File: config.mk
export PLATFORM = sky130hd
export DESIGN_NAME = hlcs_top
export DESIGN_NICKNAME = d
export VERILOG_FILES = /design/src/hw/hlcs_pkg.sv /design/src/hw/hlcs_top.sv
export VERILOG_INCLUDE_DIRS = /design/src /design/src/hw
export SDC_FILE = /design/constraint.sdc
export NUM_CORES = 1
export LEC_CHECK = 0
export BUFFER_PORTS_ARGS = -buffer_cell sky130_fd_sc_hd__buf_2
export CAP_MARGIN = 20
export CORE_UTILIZATION = 40
export CTS_CLUSTER_SIZE = 12
export DETAILED_ROUTE_END_ITERATION = 10
export GPL_TIMING_DRIVEN = 0
export HOLD_SLACK_MARGIN = 0.02
export PLACE_DENSITY = 0.66
export SYNTH_ARGS = -nofsm -noshare
export SYNTH_HDL_FRONTEND = slang
export SYNTH_SLANG_ARGS = --single-unit
export TNS_END_PERCENT = 20
File: constraint.sdc
create_clock -name clk_i -period 8.9 [get_ports clk_i]
set_clock_uncertainty 0.15 [all_clocks]
set_input_delay 0.445 -clock clk_i [delete_from_list [all_inputs] [get_ports clk_i]]
set_output_delay 0.445 -clock clk_i [all_outputs]
set_load 0.02 [all_outputs]
File: src/hw/hlcs_defs.svh
// Offsets, field positions, reset values and opcodes of the link command set.
`ifndef HLCS_DEFS_SVH
`define HLCS_DEFS_SVH
// Wishbone register offsets (byte addresses).
`define HLCS_OFF_CMD      4'h0
`define HLCS_OFF_PAR      4'h4
`define HLCS_OFF_RES      4'h8
`define HLCS_OFF_STAT     4'hC
// Status word field positions.
`define HLCS_ST_BUSY      0
`define HLCS_ST_RESV      1
`define HLCS_ST_RXI       2
`define HLCS_ST_TXI       3
// Opcodes.
`define HLCS_OP_SET_DLY   8'hA4
`define HLCS_OP_CLR_DLY   8'h64
`define HLCS_OP_SET_XFR   8'h97
`define HLCS_OP_CLR_XFR   8'h57
`define HLCS_OP_SET_OPM   8'h91
`define HLCS_OP_CLR_OPM   8'h51
`define HLCS_OP_SET_SIO   8'hA0
`define HLCS_OP_CLR_SIO   8'h60
`define HLCS_OP_RX_GEN    8'hC0
`define HLCS_OP_RX_SEL    8'hC1
`define HLCS_OP_RX_LOOP   8'hC2
`define HLCS_OP_RX_DIS    8'hC5
`define HLCS_OP_TX_FRM    8'hC8
`define HLCS_OP_TX_TRN    8'hC9
`define HLCS_OP_TX_LOOP   8'hCA
`define HLCS_OP_AB_FRM    8'hCC
`define HLCS_OP_AB_TRN    8'hCD
`define HLCS_OP_AB_LOOP   8'hCE
`define HLCS_OP_RD_PA     8'h22
`define HLCS_OP_RD_PB     8'h23
`define HLCS_OP_SET_PB    8'hA3
`define HLCS_OP_CLR_PB    8'h63
// Operating mode bit that selects buffered mode.
`define HLCS_OPM_BUF      0
// Port B user bits four down to one.
`define HLCS_PB_USER      8'h1E
// Result codes and the fixed length bias of non-buffered mode.
`define HLCS_RIC_OK       8'h00
`define HLCS_TIC_OK       8'h0C
`define HLCS_TIC_ABORT    8'h0D
`define HLCS_NB_BIAS      16'h0002
`define HLCS_RST_MODE     8'h00
`endif

File: src/hw/hlcs_pkg.sv
// Types shared by the link command set decoder.
package hlcs_pkg;
	typedef enum logic [1:0] {HLCS_IDLE, HLCS_PARAM, HLCS_EXEC} hlcs_state_t;
endpackage

File: src/hw/hlcs_top.sv
// Command decoder of the bit-oriented link controller, Wishbone slave.
// What this block does
// RULE1: A4 sets, 64 clears one-bit-delay bits.
// RULE2: 97 sets, 57 clears transfer mode bits.
// RULE3: 91 sets, 51 clears operating mode bits.
// RULE4: A0 sets, 60 clears serial mode bits.
// RULE5: C0 takes two lengths, reports, interrupts.
// RULE6: C1 takes lengths, two addresses, same results.
// RULE7: C2 loop receive reports and interrupts.
// RULE8: C5 disables receive, no result.
// RULE9: C8 takes length, address/control when buffered.
// RULE10: CA loop transmit, same parameters, interrupts.
// RULE11: C9 takes only length, interrupts.
// RULE12: Aborts CC, CE, CD give transmit code.
// RULE13: 22 and 23 return port A, B.
// RULE14: A3 sets port B bits by mask.
// RULE15: 63 clears port B bits four..one.
// RULE16: Address and control results only when buffered.
// RULE17: Sixteen-bit values travel low byte first.
// RULE18: Host holds reset ten clocks at least.
// RULE19: Host waits two clocks before first write.
// RULE20: Reset masks carry zeros where bits clear.
// RULE21: Non-buffered length counts two extra bytes.
// RULE22: Set masks are ORed into target.
// RULE23: Execute only after all parameters arrive.
`timescale 1ns/1ps
`include "hlcs_defs.svh"
module hlcs_top
	import hlcs_pkg::*;
(
	// System.
	input  wire logic        clk_i,
	input  wire logic        rst_i,
	// Wishbone slave.
	input  wire logic        cyc_i,
	input  wire logic        stb_i,
	input  wire logic        we_i,
	input  wire logic [3:0]  adr_i,
	input  wire logic [3:0]  sel_i,
	input  wire logic [31:0] dat_i,
	output logic      [31:0] dat_o,
	output logic             ack_o,
	// Modem ports and link side.
	input  wire logic [7:0]  port_a_i,
	input  wire logic [7:0]  port_b_i,
	input  wire logic        data_clk_i,
	input  wire logic        rx_done_i,
	input  wire logic [15:0] rx_count_i,
	input  wire logic [7:0]  rx_addr_i,
	input  wire logic [7:0]  rx_ctrl_i,
	input  wire logic        tx_done_i,
	output logic      [7:0]  port_b_o,
	output logic      [3:0]  user_modem_outputs_o,
	output logic             rx_irq_o,
	output logic             tx_irq_o,
	output logic             rx_en_o,
	output logic             tx_busy_o,
	output logic      [7:0]  dly_mode_o,
	output logic      [7:0]  xfr_mode_o,
	output logic      [7:0]  opm_mode_o,
	output logic      [7:0]  sio_mode_o
);
	hlcs_state_t state_q;
	logic [7:0]  op_q, need_q, pcnt_q, res_q, pb_q;
	logic [7:0]  par_q [0:3];
	logic [7:0]  dly_q, xfr_q, opm_q, sio_q;
	logic [7:0]  rxr_q [0:4];
	logic [2:0]  rxr_n_q, rxr_ptr_q;
	logic [7:0]  txr_q;
	logic        txr_v_q, rxi_q, txi_q, rxe_q, txb_q, ack_q;
	logic [31:0] dat_q;
	logic [7:0]  pa_s1, pa_s2, pb_s1, pb_s2;
	logic [3:0]  rx_s, tx_s, dc_s;
	logic [7:0]  rx_a_s1, rx_a_s2, rx_c_s1, rx_c_s2;
	logic [15:0] rx_n_s1, rx_n_s2;

	// Bus decode; a classic cycle is acked two clocks after it is seen.
	// The master holds its request while ack_o shows, so that cycle is not taken twice.
	wire req      = cyc_i & stb_i & ~ack_q & ~ack_o;
	wire wr_cmd   = req & we_i & sel_i[0] & (adr_i == `HLCS_OFF_CMD);
	wire wr_par   = req & we_i & sel_i[0] & (adr_i == `HLCS_OFF_PAR);
	wire rd_res   = req & ~we_i & (adr_i == `HLCS_OFF_RES);
	wire buffered = opm_q[`HLCS_OPM_BUF];
	wire rx_ev    = rx_s[2] & ~rx_s[3];
	wire tx_ev    = tx_s[2] & ~tx_s[3];
	wire [7:0] wbyte = dat_i[7:0];

	// Parameter count per opcode; only the transmit frame and loop counts depend on mode.
	// RULE9 address and control
	wire [7:0] tx_need = buffered ? 8'h04 : 8'h02;
	logic [7:0] need_d;
	always_comb begin
		case (wbyte)
			`HLCS_OP_SET_DLY, `HLCS_OP_CLR_DLY, `HLCS_OP_SET_XFR,
			`HLCS_OP_CLR_XFR, `HLCS_OP_SET_OPM, `HLCS_OP_CLR_OPM,
			`HLCS_OP_SET_SIO, `HLCS_OP_CLR_SIO, `HLCS_OP_SET_PB,
			`HLCS_OP_CLR_PB: need_d = 8'h01;
			`HLCS_OP_RX_GEN: need_d = 8'h02;
			`HLCS_OP_RX_SEL, `HLCS_OP_RX_LOOP: need_d = 8'h04;
			`HLCS_OP_TX_FRM, `HLCS_OP_TX_LOOP: need_d = tx_need;
			`HLCS_OP_TX_TRN: need_d = 8'h02;
			default: need_d = 8'h00;
		endcase
	end

	// Receive length result: non-buffered adds the address and control bytes.
	// RULE21 length bias
	wire [15:0] rx_len = buffered ? rx_n_s2 : rx_n_s2 + `HLCS_NB_BIAS;

	// Synchronisers for the modem ports, link events and data clock.
	always_ff @(posedge clk_i or posedge rst_i) begin
		if (rst_i) begin
			pa_s1 <= 8'h00; pa_s2 <= 8'h00; pb_s1 <= 8'h00; pb_s2 <= 8'h00;
			rx_s <= 4'h0; tx_s <= 4'h0; dc_s <= 4'h0;
			rx_a_s1 <= 8'h00; rx_a_s2 <= 8'h00; rx_c_s1 <= 8'h00; rx_c_s2 <= 8'h00;
			rx_n_s1 <= 16'h0000; rx_n_s2 <= 16'h0000;
		end else begin
			pa_s1 <= port_a_i; pa_s2 <= pa_s1; pb_s1 <= port_b_i; pb_s2 <= pb_s1;
			rx_s <= {rx_s[2:0], rx_done_i}; tx_s <= {tx_s[2:0], tx_done_i};
			dc_s <= {dc_s[2:0], data_clk_i};
			rx_a_s1 <= rx_addr_i; rx_a_s2 <= rx_a_s1;
			rx_c_s1 <= rx_ctrl_i; rx_c_s2 <= rx_c_s1;
			rx_n_s1 <= rx_count_i; rx_n_s2 <= rx_n_s1;
		end
	end

	// Wishbone ack and read data; unmapped reads return zero.
	always_ff @(posedge clk_i or posedge rst_i) begin
		if (rst_i) begin
			ack_q <= 1'b0;
			dat_q <= 32'h0000_0000;
		end else begin
			ack_q <= req;
			if (req & ~we_i) begin
				case (adr_i)
					`HLCS_OFF_RES:  dat_q <= {24'h00_0000,
						rxr_ptr_q < rxr_n_q ? rxr_q[rxr_ptr_q] : (txr_v_q ? txr_q : res_q)};
					`HLCS_OFF_STAT: dat_q <= {28'h000_0000, txi_q, rxi_q, 1'b0,
						state_q != HLCS_IDLE};
					default:        dat_q <= 32'h0000_0000;
				endcase
			end
		end
	end

	// Command sequencer: opcode, parameter bytes, then one execute cycle.
	always_ff @(posedge clk_i or posedge rst_i) begin
		if (rst_i) begin
			state_q <= HLCS_IDLE;
			op_q    <= 8'h00;
			need_q  <= 8'h00;
			pcnt_q  <= 8'h00;
		end else begin
			case (state_q)
				HLCS_IDLE: if (wr_cmd) begin
					op_q   <= wbyte;
					need_q <= need_d;
					pcnt_q <= 8'h00;
					state_q <= (need_d == 8'h00) ? HLCS_EXEC : HLCS_PARAM;
				end
				// RULE23 wait for parameters
				HLCS_PARAM: if (wr_par) begin
					pcnt_q <= pcnt_q + 8'h01;
					if (pcnt_q + 8'h01 == need_q)
						state_q <= HLCS_EXEC;
				end
				HLCS_EXEC: state_q <= HLCS_IDLE;
				default: state_q <= HLCS_IDLE;
			endcase
		end
	end

	// Parameter capture; lengths arrive low byte then high byte.
	// RULE17 byte order
	always_ff @(posedge clk_i or posedge rst_i) begin
		if (rst_i) begin
			for (int i = 0; i < 4; i++) par_q[i] <= 8'h00;
		end else if (state_q == HLCS_PARAM && wr_par) begin
			par_q[pcnt_q[1:0]] <= wbyte;
		end
	end

	// Mode registers: set commands OR the mask, reset commands AND it; the port B reset ANDs it on bits four..one only.
	always_ff @(posedge clk_i or posedge rst_i) begin
		if (rst_i) begin
			dly_q <= `HLCS_RST_MODE; xfr_q <= `HLCS_RST_MODE;
			opm_q <= `HLCS_RST_MODE; sio_q <= `HLCS_RST_MODE;
			pb_q  <= `HLCS_RST_MODE;
		end else if (state_q == HLCS_EXEC) begin
			case (op_q)
				// RULE1 RULE22 delay mode
				`HLCS_OP_SET_DLY: dly_q <= dly_q | par_q[0];
				// RULE20 RULE1 AND clear
				`HLCS_OP_CLR_DLY: dly_q <= dly_q & par_q[0];
				// RULE2 transfer mode
				`HLCS_OP_SET_XFR: xfr_q <= xfr_q | par_q[0];
				`HLCS_OP_CLR_XFR: xfr_q <= xfr_q & par_q[0];
				// RULE3 operating mode
				`HLCS_OP_SET_OPM: opm_q <= opm_q | par_q[0];
				`HLCS_OP_CLR_OPM: opm_q <= opm_q & par_q[0];
				// RULE4 serial mode
				`HLCS_OP_SET_SIO: sio_q <= sio_q | par_q[0];
				`HLCS_OP_CLR_SIO: sio_q <= sio_q & par_q[0];
				// RULE14 set port bits
				`HLCS_OP_SET_PB:  pb_q  <= pb_q | par_q[0];
				// RULE15 clear user bits
				`HLCS_OP_CLR_PB:  pb_q  <= pb_q & (par_q[0] | ~`HLCS_PB_USER);
				default: ;
			endcase
		end
	end

	// Receive and transmit engines: enables, results and sticky flags.
	// Completion set wins over a result read in the same cycle.
	always_ff @(posedge clk_i or posedge rst_i) begin
		if (rst_i) begin
			rxe_q <= 1'b0; txb_q <= 1'b0; rxi_q <= 1'b0; txi_q <= 1'b0;
			rxr_n_q <= 3'd0; rxr_ptr_q <= 3'd0; txr_q <= 8'h00; txr_v_q <= 1'b0;
			res_q <= 8'h00;
			for (int i = 0; i < 5; i++) rxr_q[i] <= 8'h00;
		end else begin
			if (rd_res) begin
				if (rxr_ptr_q < rxr_n_q) rxr_ptr_q <= rxr_ptr_q + 3'd1;
				else if (txr_v_q) txr_v_q <= 1'b0;
				if (rxr_ptr_q + 3'd1 >= rxr_n_q) rxi_q <= 1'b0;
				if (!(rxr_ptr_q < rxr_n_q)) txi_q <= 1'b0;
			end
			if (state_q == HLCS_EXEC) begin
				case (op_q)
					// RULE5 RULE6 RULE7 start receive
					`HLCS_OP_RX_GEN, `HLCS_OP_RX_SEL, `HLCS_OP_RX_LOOP: rxe_q <= 1'b1;
					// RULE8 disable receive
					`HLCS_OP_RX_DIS: rxe_q <= 1'b0;
					// RULE9 RULE10 RULE11 start transmit
					`HLCS_OP_TX_FRM, `HLCS_OP_TX_LOOP, `HLCS_OP_TX_TRN: txb_q <= 1'b1;
					// RULE12 abort gives code
					`HLCS_OP_AB_FRM, `HLCS_OP_AB_LOOP, `HLCS_OP_AB_TRN: begin
						txb_q <= 1'b0; txr_q <= `HLCS_TIC_ABORT;
						txr_v_q <= 1'b1; txi_q <= 1'b1;
					end
					// RULE13 read port A
					`HLCS_OP_RD_PA: res_q <= pa_s2;
					// RULE13 read port B
					`HLCS_OP_RD_PB: res_q <= pb_s2;
					default: ;
				endcase
			end
			// RULE5 RULE16 receive results
			if (rx_ev && rxe_q) begin
				rxr_q[0] <= `HLCS_RIC_OK;
				rxr_q[1] <= rx_len[7:0];
				rxr_q[2] <= rx_len[15:8];
				rxr_q[3] <= rx_a_s2;
				rxr_q[4] <= rx_c_s2;
				rxr_n_q <= buffered ? 3'd5 : 3'd3;
				rxr_ptr_q <= 3'd0;
				rxi_q <= 1'b1;
				rxe_q <= 1'b0;
			end
			// RULE9 transmit completion
			if (tx_ev && txb_q) begin
				txb_q <= 1'b0; txr_q <= `HLCS_TIC_OK; txr_v_q <= 1'b1; txi_q <= 1'b1;
			end
		end
	end

	// Registered outputs.
	always_ff @(posedge clk_i or posedge rst_i) begin
		if (rst_i) begin
			dat_o <= 32'h0000_0000; ack_o <= 1'b0; port_b_o <= 8'h00;
			user_modem_outputs_o <= 4'h0; rx_irq_o <= 1'b0; tx_irq_o <= 1'b0;
			rx_en_o <= 1'b0; tx_busy_o <= 1'b0;
			dly_mode_o <= 8'h00; xfr_mode_o <= 8'h00;
			opm_mode_o <= 8'h00; sio_mode_o <= 8'h00;
		end else begin
			dat_o <= dat_q; ack_o <= ack_q; port_b_o <= pb_q;
			user_modem_outputs_o <= pb_q[4:1]; rx_irq_o <= rxi_q; tx_irq_o <= txi_q;
			rx_en_o <= rxe_q; tx_busy_o <= txb_q;
			dly_mode_o <= dly_q; xfr_mode_o <= xfr_q;
			opm_mode_o <= opm_q; sio_mode_o <= sio_q;
		end
	end

	// Checks next to the logic.
	AST_EXEC_AFTER_PARAMS: assert property (@(posedge clk_i) disable iff (rst_i) // RULE23
		state_q == HLCS_EXEC |-> $past(state_q) == HLCS_IDLE || pcnt_q == need_q)
		else $error("Command executed before all parameters arrived.");
	AST_SET_DLY_OR: assert property (@(posedge clk_i) disable iff (rst_i) // RULE1
		state_q == HLCS_EXEC && op_q == `HLCS_OP_SET_DLY |=> dly_q == ($past(dly_q) | $past(par_q[0])))
		else $error("Delay mode set did not OR the mask.");
	AST_CLR_OPM_AND: assert property (@(posedge clk_i) disable iff (rst_i) // RULE3
		state_q == HLCS_EXEC && op_q == `HLCS_OP_CLR_OPM |=> opm_q == ($past(opm_q) & $past(par_q[0])))
		else $error("Operating mode reset did not AND the mask.");
	AST_XFR_SET: assert property (@(posedge clk_i) disable iff (rst_i) // RULE2
		state_q == HLCS_EXEC && op_q == `HLCS_OP_SET_XFR |=> (xfr_q & $past(par_q[0])) == $past(par_q[0]))
		else $error("Transfer mode bits not set.");
	AST_SIO_CLR: assert property (@(posedge clk_i) disable iff (rst_i) // RULE4
		state_q == HLCS_EXEC && op_q == `HLCS_OP_CLR_SIO |=> (sio_q & ~$past(par_q[0])) == 8'h00)
		else $error("Serial mode bits not cleared.");
	AST_PB_CLR_USER: assert property (@(posedge clk_i) disable iff (rst_i) // RULE15
		state_q == HLCS_EXEC && op_q == `HLCS_OP_CLR_PB |=> ##1 port_b_o[0] == $past(pb_q[0], 2))
		else $error("Port B clear touched a non-user bit.");
	AST_RX_RESULT: assert property (@(posedge clk_i) disable iff (rst_i) // RULE16
		rx_ev && rxe_q |=> rxr_n_q == (buffered ? 3'd5 : 3'd3) && rxi_q)
		else $error("Receive result count wrong for mode.");
	AST_ABORT_TIC: assert property (@(posedge clk_i) disable iff (rst_i) // RULE12
		state_q == HLCS_EXEC && op_q == `HLCS_OP_AB_FRM |=>
		txi_q && txr_q == `HLCS_TIC_ABORT ##1 tx_irq_o)
		else $error("Abort gave no transmit result.");
	AST_ACK_ONE: assert property (@(posedge clk_i) disable iff (rst_i)
		ack_o |=> !ack_o)
		else $error("Ack held longer than one cycle.");
	// Mask arithmetic of delay reset, serial set and port B set, receive disable, and the result words.
	AST_CLR_DLY_AND: assert property (@(posedge clk_i) disable iff (rst_i) // RULE1
		state_q == HLCS_EXEC && op_q == `HLCS_OP_CLR_DLY |=> dly_q == ($past(dly_q) & $past(par_q[0])))
		else $error("Delay mode reset did not AND the mask.");
	AST_SIO_SET_OR: assert property (@(posedge clk_i) disable iff (rst_i) // RULE22
		state_q == HLCS_EXEC && op_q == `HLCS_OP_SET_SIO |=> sio_q == ($past(sio_q) | $past(par_q[0])))
		else $error("Serial mode set did not OR the mask.");
	AST_PB_SET_OR: assert property (@(posedge clk_i) disable iff (rst_i) // RULE14
		state_q == HLCS_EXEC && op_q == `HLCS_OP_SET_PB |=> pb_q == ($past(pb_q) | $past(par_q[0])))
		else $error("Port B set did not OR the mask.");
	AST_PORT_A_RES: assert property (@(posedge clk_i) disable iff (rst_i) // RULE13
		state_q == HLCS_EXEC && op_q == `HLCS_OP_RD_PA |=> res_q == $past(pa_s2))
		else $error("Port A value not placed in the result.");
	AST_RX_DIS_OFF: assert property (@(posedge clk_i) disable iff (rst_i) // RULE8
		state_q == HLCS_EXEC && op_q == `HLCS_OP_RX_DIS |=> !rxe_q)
		else $error("Receive disable left the receiver on.");
	AST_NB_LEN: assert property (@(posedge clk_i) disable iff (rst_i) // RULE21
		rx_ev && rxe_q && !buffered |=> {rxr_q[2], rxr_q[1]} == $past(rx_n_s2) + `HLCS_NB_BIAS)
		else $error("Non-buffered length lacks the two extra bytes.");
	AST_BUF_LEN: assert property (@(posedge clk_i) disable iff (rst_i) // RULE21
		rx_ev && rxe_q && buffered |=> {rxr_q[2], rxr_q[1]} == $past(rx_n_s2))
		else $error("Buffered length differs from the data count.");
	AST_TX_DONE_TIC: assert property (@(posedge clk_i) disable iff (rst_i) // RULE9
		tx_ev && txb_q |=> txi_q && txr_q == `HLCS_TIC_OK && !txb_q)
		else $error("Transmit completion gave no result code.");
	COV_RX: cover property (@(posedge clk_i) disable iff (rst_i) rx_ev && rxe_q);
	COV_TX: cover property (@(posedge clk_i) disable iff (rst_i) tx_ev && txb_q);
	COV_PB: cover property (@(posedge clk_i) disable iff (rst_i)
		state_q == HLCS_EXEC && op_q == `HLCS_OP_SET_PB);
	COV_ABORT: cover property (@(posedge clk_i) disable iff (rst_i)
		state_q == HLCS_EXEC && op_q == `HLCS_OP_AB_LOOP);
	COV_RX_BUF: cover property (@(posedge clk_i) disable iff (rst_i) rx_ev && rxe_q && buffered);
endmodule // hlcs_top

==> results of run 1 <==
## stage by stage
stage	hold slack (ps)	total power, uW	setup WS [ps]	setup TNS, ps
CTS	39.3	2650	6130	0
detailed placement	185	1500	6150	0
finish	68.4	2620	6080	0
global route	55.0	2720	5900	0
global placement	183	1490	-2310	-661170
floorplan	181	1450	356	0
## synthesized netlist by cell type (all sizes together), types with 2 or more instances
cell type  count  share of area
nand2        113          0.041
or2            3         0.0018
o21a           3         0.0021
nor4b          6         0.0070
nor2b          8         0.0047
or4            3         0.0025
nand4b         3         0.0025
a31oi          3         0.0018
ha            10          0.012
or3            6         0.0035
a21oi         48          0.023
a22oi          5         0.0035
nand3         17         0.0080
o22a           2         0.0017
inv           12         0.0042
o31ai          3         0.0021
nand2b         7         0.0041
nor4           2         0.0026
mux2i         20          0.019
o211ai         3         0.0021
o21ai         52          0.025
clkinv         2        0.00083
nor3          13         0.0066
dfrtp        288           0.68
nand3b         3         0.0021
mux2          18          0.022
a221o          5         0.0047
and3           3         0.0018
buf           31          0.021
a21boi         2         0.0014
nor2          99          0.035
a21o           5         0.0035
clkbuf        22         0.0078
xnor2         11         0.0091
xor2          13          0.011
and4b          3         0.0028
nand4          4         0.0024
## worst max-delay path, cell delays in order (launching register included)
cell and delay (ps):
dfrtp_1 430, clkbuf_1 360, clkinv_1 330, ha_1 270
nor2b_1 110, o21a_1 200, nor2_1 90, nor3_1 560
a221o_1 260
## repair_timing
action,4_1_cts,5_1_grt
setup endpoints to repair,0,0
gates resized for setup,0,0
hold buffers,51,0
hold endpoints to repair,129,0
## per-layer routing
layer	GRT usage	wire length (microns)	up-vias
met5	0	0	-
met3	0.0269	1030	33
met2	0.266	10300	157
li1	-	-	3330
met1	0.211	9370	3311
met4	0.0409	369	0
## cell type report
class                      instances  area (sq um)  share of cell area
timing repair buffer             175          1180              0.0892
sequential                       288          7210               0.547
clock buffer                      41           853              0.0647
multi-input combinational        534          3120               0.237
inverter                          14          61.3             0.00465
tap                              335           419              0.0318
clock inverter                     6          35.0             0.00266
buffer                            53           309              0.0235
## path summary, 6_finish.rpt
path	start	end	slack, ps
max in group asynchronous	rst_i	dat_q[6]$_DFFE_PP0P_	6870
max reg2reg	rxr_ptr_q[0]$_DFFE_PP0P_	dat_q[5]$_DFFE_PP0P_	6080
min	dat_i[1]	par_q[25]$_DFFE_PP0P_	70
max	rxr_ptr_q[0]$_DFFE_PP0P_	dat_q[5]$_DFFE_PP0P_	6080
min reg2reg	rx_a_s1[3]$_DFF_PP0_	rx_a_s2[3]$_DFF_PP0_	200
min in group asynchronous	rst_i	rx_n_s1[1]$_DFF_PP0_	370
## power by group through the flow
stage / clock network (uW) / logic [uW] / registers (uW)
2_1_floorplan: 0 / 66.1 / 1390
3_3_place_gp: 0 / 105 / 1390
3_5_place_dp: 0 / 110 / 1390
4_1_cts: 1160 / 127 / 1360
5_1_grt: 1220 / 141 / 1370
6_report: 1130 / 126 / 1360
## cell usage in the layout (no fill, tap or decap), drive strengths merged, types with 4 or more instances in the layout
| cell | instances |
|---|---|
| nand2 | 113 |
| clkinv | 6 |
| a21o | 5 |
| xor2 | 13 |
| a21oi | 48 |
| mux2i | 20 |
| buf | 155 |
| clkbuf | 63 |
| nor4b | 6 |
| a221o | 5 |
| nor2 | 99 |
| nor3 | 13 |
| ha | 10 |
| or3 | 6 |
| dfrtp | 288 |
| xnor2 | 11 |
| conb | 24 |
| a22oi | 5 |
| inv | 12 |
| nand2b | 7 |
| nor2b | 8 |
| o21ai | 52 |
| nand3 | 17 |
| mux2 | 18 |
| nand4 | 4 |
| dlygate4sd3 | 51 |
## cell families after synthesis
| group | count (synthesis) | share of synthesized area |
|---|---|---|
| fa+ha+maj | 10 | 0.0118 |
| flops | 288 | 0.680 |
| xor+xnor | 24 | 0.0198 |
| mux | 38 | 0.0408 |
| buf+inv | 67 | 0.0342 |
| other cells | 1 | 0.000354 |
| compound gates | 139 | 0.0780 |
| simple gates | 299 | 0.135 |
==> impl_metrics.ini, run 1 <==
[run_status]
status = finished clean

[synth]
ys_types = 62
synth_area_sq_um = 10600
async_flop_share = 1.00
yosysWarnings = 0
yosys_register_bits = 288
synth-main-ff-cell = dfrtp_1
synth_cells = 866
synth-edff-count = 0
avgSynthCellArea_sq_um = 12.2
yosysSeqAreaShare = 0.680

[clock_tree]
cts_buffers = 30
postCtsSetupBuffers = 0
root_buffer = clkbuf_16
cts.sinks = 288
clock_latency_ps = 540
clkTransAtPathRegs_ps = 60
clock_path_buffers = 3
cts.htree.levels = 1
cts_tree = done

[power]
pwr_density_cell_nw_per_um2 = 199
internal-power_uw = 2060
combPwrFrac = 0.048
pwr-share-clk = 0.432
p_seq_frac = 0.520
power.switching_uw = 562
power_leakage_uw = 0.00644
netSwitchingFraction = 0.214
ir_worst_vdd_v = 0.000189

[final_layout]
drive_gt1_frac = 0.206
stdcell_area_sq_um = 13200
instances_no_fill = 1446
reg_top3 = rxr_q (32), rx_n_s1 (16), rx_n_s2 (16)
final_net_count = 1202
fill_cells = 2248
finish.utilization = 0.506
antenna_cells = 0
largest_reg_flops = 32
area_growth_pct = 24.3
largest-register = rxr_q

[sta]
slew_headroom = 0.302
final_hold_viol_count = 0
period_needed_ps = 2820
min_period_over_period = 0.317
grt_setup_unrepaired = false
setup_viol = 0
fmax_mhz = 355
worst_slew_pin_slew_ps = 1040
maxSlewViolCount = 0

[min_path]
whs_path_depth = 2
worstHoldPathType = input port to flop

[placed_design]
placed_cells = 1348
place_area_sq_um = 11800
routabilityCongestion = 0.826
hpwl_mm = 14.1
io_buffers = 122

[global_routing]
grt_max_degree = 143
grt_usage = 0.158
grt_pass1_wl_mm = 33.8
grt-ovfl-total = 0
grt_pass1_vias = 6723
antenna_found_initial = 0

[drt]
drc = 0
post_drt_wl_per_cell_microns = 14.5
drt_first_pass_iters = 5
vias = 6831
drt-initial-drc-count = 395
avgViaCountPerCell = 4.72
ant_nets = 0
wirelength_mm = 21.0

[setup_path]
cp.arrival_ps = 3140
start_kind = flop
crit_type = flop to flop
worst_setup_path_end_kind = flop
required_ps = 9220
worstRegToRegCells = 8
cp_max_fo = 10

[floorplan]
die_w_microns = 165
core_area_sq_um = 26100
die_h_microns = 165
start_util = 0.407
pin_count = 177
fp-row-count = 59
die_area_sq_um = 27200

[job]
cap_violations = 0
(Power assumes the default switching activity.)
==> run 2, diff against run 1 <==
PLACE_DENSITY = 0.64   (was 0.66)
clock period = 2.6 ns   (was 8.9 ns; I/O delays follow)
==> run 2 against run 1 <==
Effect of this change: combinational power increased to 3.7 times the previous value; sequential share of layout area decreased by 1.3 points; flip-flop and latch count unchanged; total power increased to 3.5 times the previous value; clock power increased to 3.6 times the previous value; register-to-register slack got worse by 5900 ps; wire length decreased by 0.61%; design area increased by 2.4%; utilization increased by 1.2 points; worst hold slack got worse by 9.3 ps; global-route usage increased by 0.096 points; worst setup slack got worse by 6000 ps; largest cell class unchanged; largest power group unchanged; highest routed layer unchanged.
==> impl_metrics.ini, run 2 (synthesized netlist as in run 1, its figures left out) <==
[final_layout]
largest-register = rxr_q
drive_gt1_frac = 0.210
area_growth_pct = 27.3
largest_reg_flops = 32
antenna_cells = 0
instances_no_fill = 1467
layout.cells.most_common = dfrtp_1
reg_top3 = rxr_q (32), rx_n_s1 (16), rx_n_s2 (16)
multi_input_area_sq_um = 3120
ff_latch_area_sq_um = 7210
final_cell_mix = dfrtp_1 (288), buf_2 (123), nand2_1 (112), nor2_1 (99), dlygate4sd3_1 (69)
final_net_count = 1225
fill_cells = 2220

[placed_design]
hpwl_mm = 14.4
io_buffers = 122
routabilityCongestion = 0.826
placed_cells = 1353

[power]
internal-power_uw = 7290
pwr_density_cell_nw_per_um2 = 682
combPwrFrac = 0.051
pwr-share-clk = 0.443
total_power_uw = 9200
netSwitchingFraction = 0.208
ir_worst_vdd_v = 0.000521
p_seq_frac = 0.507
power_leakage_uw = 0.00660
power.switching_uw = 1910

[clock_tree]
root_buffer = clkbuf_16
cts.sinks = 288
clock_latency_ps = 540
clock_path_buffers = 3
cts.htree.levels = 1
postCtsSetupBuffers = 0
cts_buffers = 30
clkTransAtPathRegs_ps = 60
cts_tree = done

[floorplan]
pin_count = 177
fp-row-count = 59
die_area_sq_um = 27200
core_area_sq_um = 26100
start_util = 0.407
die_h_microns = 165
die_w_microns = 165

[setup_path]
required_ps = 2910
r2r-start = state_q[1]$_DFFE_PP0P_
cp.arrival_ps = 2790
rrSetupSlack_ps = 150
worstRegToRegCells = 5
worst_setup_path_end_kind = flop
start_kind = input port
cp_max_fo = 10
crit_type = input port to flop
r2r_end = need_q[0]$_DFFE_PP0P_

[global_routing]
grt_max_degree = 46
grt_pass1_vias = 6648
antenna_found_initial = 0
grt_usage = 0.159
grt-ovfl-total = 0
grt_pass1_wl_mm = 34.0

[job]
cap_violations = 0

[drt]
drc = 0
vias = 6863
wirelength_mm = 20.9
avgViaCountPerCell = 4.68
ant_nets = 0
post_drt_wl_per_cell_microns = 14.2
drt_first_pass_iters = 4
drt-initial-drc-count = 411

[sta]
worst_slew_pin_slew_ps = 1000
finalSetupTns_ps = 0
slew_headroom = 0.327
grt_setup_unrepaired = true
fmax_mhz = 403
setup_viol = 0
min_period_over_period = 0.953
maxSlewViolCount = 0
period_needed_ps = 2480
final_hold_viol_count = 0

[run_status]
status = finished clean

[min_path]
worstHoldPathType = input port to async pin
[run 2: changes by cell type in the layout (fill, tap and decap cells not counted), moves of 2 or more]
cell	before	now
bufinv_16	0	2
dlygate4sd3_1	51	69
buf_16	2	0
clkbuf_1	28	24
buf_12	0	7
[run 2: worst max path at each step]
stage	slack [ps]	end	from
2_1_floorplan	-1500	ack_o$_DFF_PP0_	rst_i
3_3_place_gp	-3000	dly_mode_o[2]$_DFF_PP0_	rst_i
3_5_place_dp	-190	dat_q[6]$_DFFE_PP0P_	rxr_ptr_q[0]$_DFFE_PP0P_
4_1_cts	100	need_q[0]$_DFFE_PP0P_	state_q[0]$_DFFE_PP0P_
5_1_grt	-3	need_q[0]$_DFFE_PP0P_	adr_i[1]
6_report	120	need_q[0]$_DFFE_PP0P_	adr_i[1]
[run 2: routing by layer]
layer,vias up,part of all wire,GRT usage
met5,-,0,0
met4,0,0.020,0.0505
met2,135,0.48,0.258
li1,3380,-,-
met1,3318,0.46,0.219
met3,30,0.035,0.0239
[run 2: repair_timing]
action | CTS | global route
resized for setup | 2 | 2
hold buffers | 69 | 0
setup endpoints to repair | 5 | 8
endpoints found under the hold margin | 141 | 0
pin swaps | 0 | 0
[run 2: metrics by stage]
stage | setup slack, ps | utilization | hold WS, ps | cell area (sq um)
floorplan | -1500 | - | 11.4 | 10700
global placement | -3000 | 0.450 | 88.0 | 11700
detailed placement | -188 | 0.455 | 83.1 | 11900
CTS | 95.8 | 0.518 | 45.6 | 13500
global route | -3.38 | 0.518 | 67.0 | 13500
finish | 121 | 0.518 | 59.1 | 13500
[run 2: final cells by class]
| type | count | share of cell area |
|---|---|---|
| clock inverter | 6 | 0.00621 |
| sequential | 288 | 0.534 |
| inverter | 14 | 0.00436 |
| tap | 335 | 0.0311 |
| timing repair buffer | 198 | 0.107 |
| buffer | 53 | 0.0230 |
| multi-input combinational | 534 | 0.231 |
| clock buffer | 39 | 0.0634 |
[run 2: power by group through the flow]
stage	sequential, uW	combinational [uW]	clock [uW]
after floorplan	4750	227	0
after global placement	4750	361	0
after detailed placement	4750	394	0
after CTS	4660	473	4190
after global routing	4670	525	4390
final	4660	466	4070
[run 2: worst max-delay path, cell delays in order]
cell           delay (ps)
dlygate4sd3_1         530
buf_2                 150
or3_1                 440
nor4_4                700
dlygate4sd3_1         660
nand2_1                40
o21ai_0               130
==> run 3, diff against run 2 <==
PLACE_DENSITY = 0.67   (was 0.64)
REMOVE_ABC_BUFFERS = 1   (was default)
==> run 3 against run 2 <==
Effect of this change: register-to-register slack improved by 50 ps; final cell count decreased by 3.5%; clock-buffer cell count rose by 3; clock power shrank 6.1%; critical path depth fell by 1; total power is 3.1% lower; wire length decreased by 1.4%; combinational power decreased by 10%; non-clock buffer count down 55; worst setup slack better by 81 ps; global-route usage shrank 0.22 points.
==> impl_metrics.ini, run 3 (synthesized netlist as in run 1, its figures left out) <==
[setup_path]
required_ps = 2910
start_kind = flop
cp.arrival_ps = 2710
critPathMaxStageDelay_ps = 590
cp_cell_sequence = ha_1 -> nor2b_1 -> o21a_1 -> or3_4 -> or3_1 -> a21oi_1
crit_type = flop to flop
slowest_stage = dfrtp_4
cp_max_fo = 20
worst_setup_path_end_kind = flop

[clock_tree]
cts.sinks = 288
clock_path_buffers = 3
cts.htree.levels = 1
clkTransAtPathRegs_ps = 60
cts_buffers = 30
clock_latency_ps = 540
cts_tree = done
root_buffer = clkbuf_16

[power]
ir_worst_vdd_v = 0.000505
power_leakage_uw = 0.00635
p_seq_frac = 0.524
netSwitchingFraction = 0.213
power.switching_uw = 1900
combPwrFrac = 0.047
internal-power_uw = 7020
pwr-share-clk = 0.429
total_power_uw = 8920
pwr_density_cell_nw_per_um2 = 682

[drt]
drt_first_pass_iters = 5
drt-initial-drc-count = 399
post_drt_wl_per_cell_microns = 14.6
avgViaCountPerCell = 4.77
wirelength_mm = 20.6
drc = 0
ant_nets = 0
vias = 6750

[floorplan]
die_area_sq_um = 27200
die_w_microns = 165
core_area_sq_um = 26100
fp-row-count = 59
start_util = 0.407
pin_count = 177
die_h_microns = 165

[final_layout]
final_cell_mix = dfrtp_1 (286), buf_2 (124), nand2_1 (112), nor2_1 (98), dlygate4sd3_1 (67)
multi_input_area_sq_um = 3130
largest-register = rxr_q
ff_latch_area_sq_um = 7210
antenna_cells = 0
layout.cells.most_common = dfrtp_1
area_growth_pct = 23.4
largest_reg_flops = 32
reg_top3 = rxr_q (32), rx_n_s1 (16), rx_n_s2 (16)
drive_gt1_frac = 0.194
final_net_count = 1170
finish.utilization = 0.502
fill_cells = 2233

[sta]
fmax_mhz = 417
worst_slew_pin_slew_ps = 984
grt_setup_unrepaired = false
period_needed_ps = 2400
setup_viol = 0
maxSlewViolCount = 0
final_hold_viol_count = 0
fin_ws_ps = 202
min_period_over_period = 0.922
slew_headroom = 0.339

[global_routing]
antenna_found_initial = 0
grt_max_degree = 112
grt_pass1_vias = 6528
grt-ovfl-total = 0
grt_usage = 0.157
grt_pass1_wl_mm = 33.7

[run_status]
status = finished clean

[placed_design]
io_buffers = 124
hpwl_mm = 13.3
place_ws_ps = -158
routabilityCongestion = 0.773

[job]
cap_violations = 0

[min_path]
worstHoldPathType = input port to async pin
## run 3: final timing paths
kind	start	endpoint	slack [ps]	cells past startpoint
max in group asynchronous	rst_i	rx_en_o$_DFF_PP0_	870	5
max reg2reg	rxr_ptr_q[1]$_DFFE_PP0P_	rxr_ptr_q[2]$_DFFE_PP0P_	200	6
max	rxr_ptr_q[1]$_DFFE_PP0P_	rxr_ptr_q[2]$_DFFE_PP0P_	200	6
min in group clk_i	port_a_i[3]	pa_s1[3]$_DFF_PP0_	80	2
min reg2reg	pa_s1[4]$_DFF_PP0_	pa_s2[4]$_DFF_PP0_	190	0
min	rst_i	rx_s[0]$_DFF_PP0_	50	3
## run 3: final cells by class
cell class                 count  area share
sequential                   288       0.551
multi-input combinational    534       0.239
inverter                      14     0.00497
tap                          335      0.0320
clock buffer                  42      0.0647
clock inverter                 6     0.00258
timing repair buffer         196       0.105
## run 3: repair_timing
action	4_1_cts	5_1_grt
setup buffers	0	2
setup endpoints to repair	6	8
hold endpoints to repair	160	0
hold buffers	67	0
resized for setup	2	4
pin swaps	0	1
## run 3: power groups by stage
| stage | clock network, uW | registers, uW | logic [uW] |
|---|---|---|---|
| after floorplan | 0 | 4750 | 190 |
| after global placement | 0 | 4760 | 329 |
| after detailed placement | 0 | 4760 | 345 |
| after CTS | 3950 | 4680 | 423 |
| after global routing | 4120 | 4690 | 470 |
| final | 3820 | 4680 | 418 |
## run 3: through the flow
step	instance area (sq um)	std cells	hold slack (ps)	TNS, ps
final	13100	1415	51.7	0
after global routing	13100	1415	71.0	0
after CTS	13100	1413	53.0	0
after detailed placement	11500	1298	89.3	-404
after global placement	11400	1295	88.4	-2402600
after floorplan	10400	836	11.4	-1621150
## run 3: layer usage
metal  part of all wire  global-route usage
met5                  0                   0
met1               0.47               0.226
met3              0.040              0.0239
met4              0.019              0.0379
met2               0.47               0.249
## run 3: worst max-delay path: cells and delay by family (launching register included)
family          cells  cell delay [ps]
compound gates      2              360
fa+ha+maj           1              310
simple gates        3              910
flops               1              590
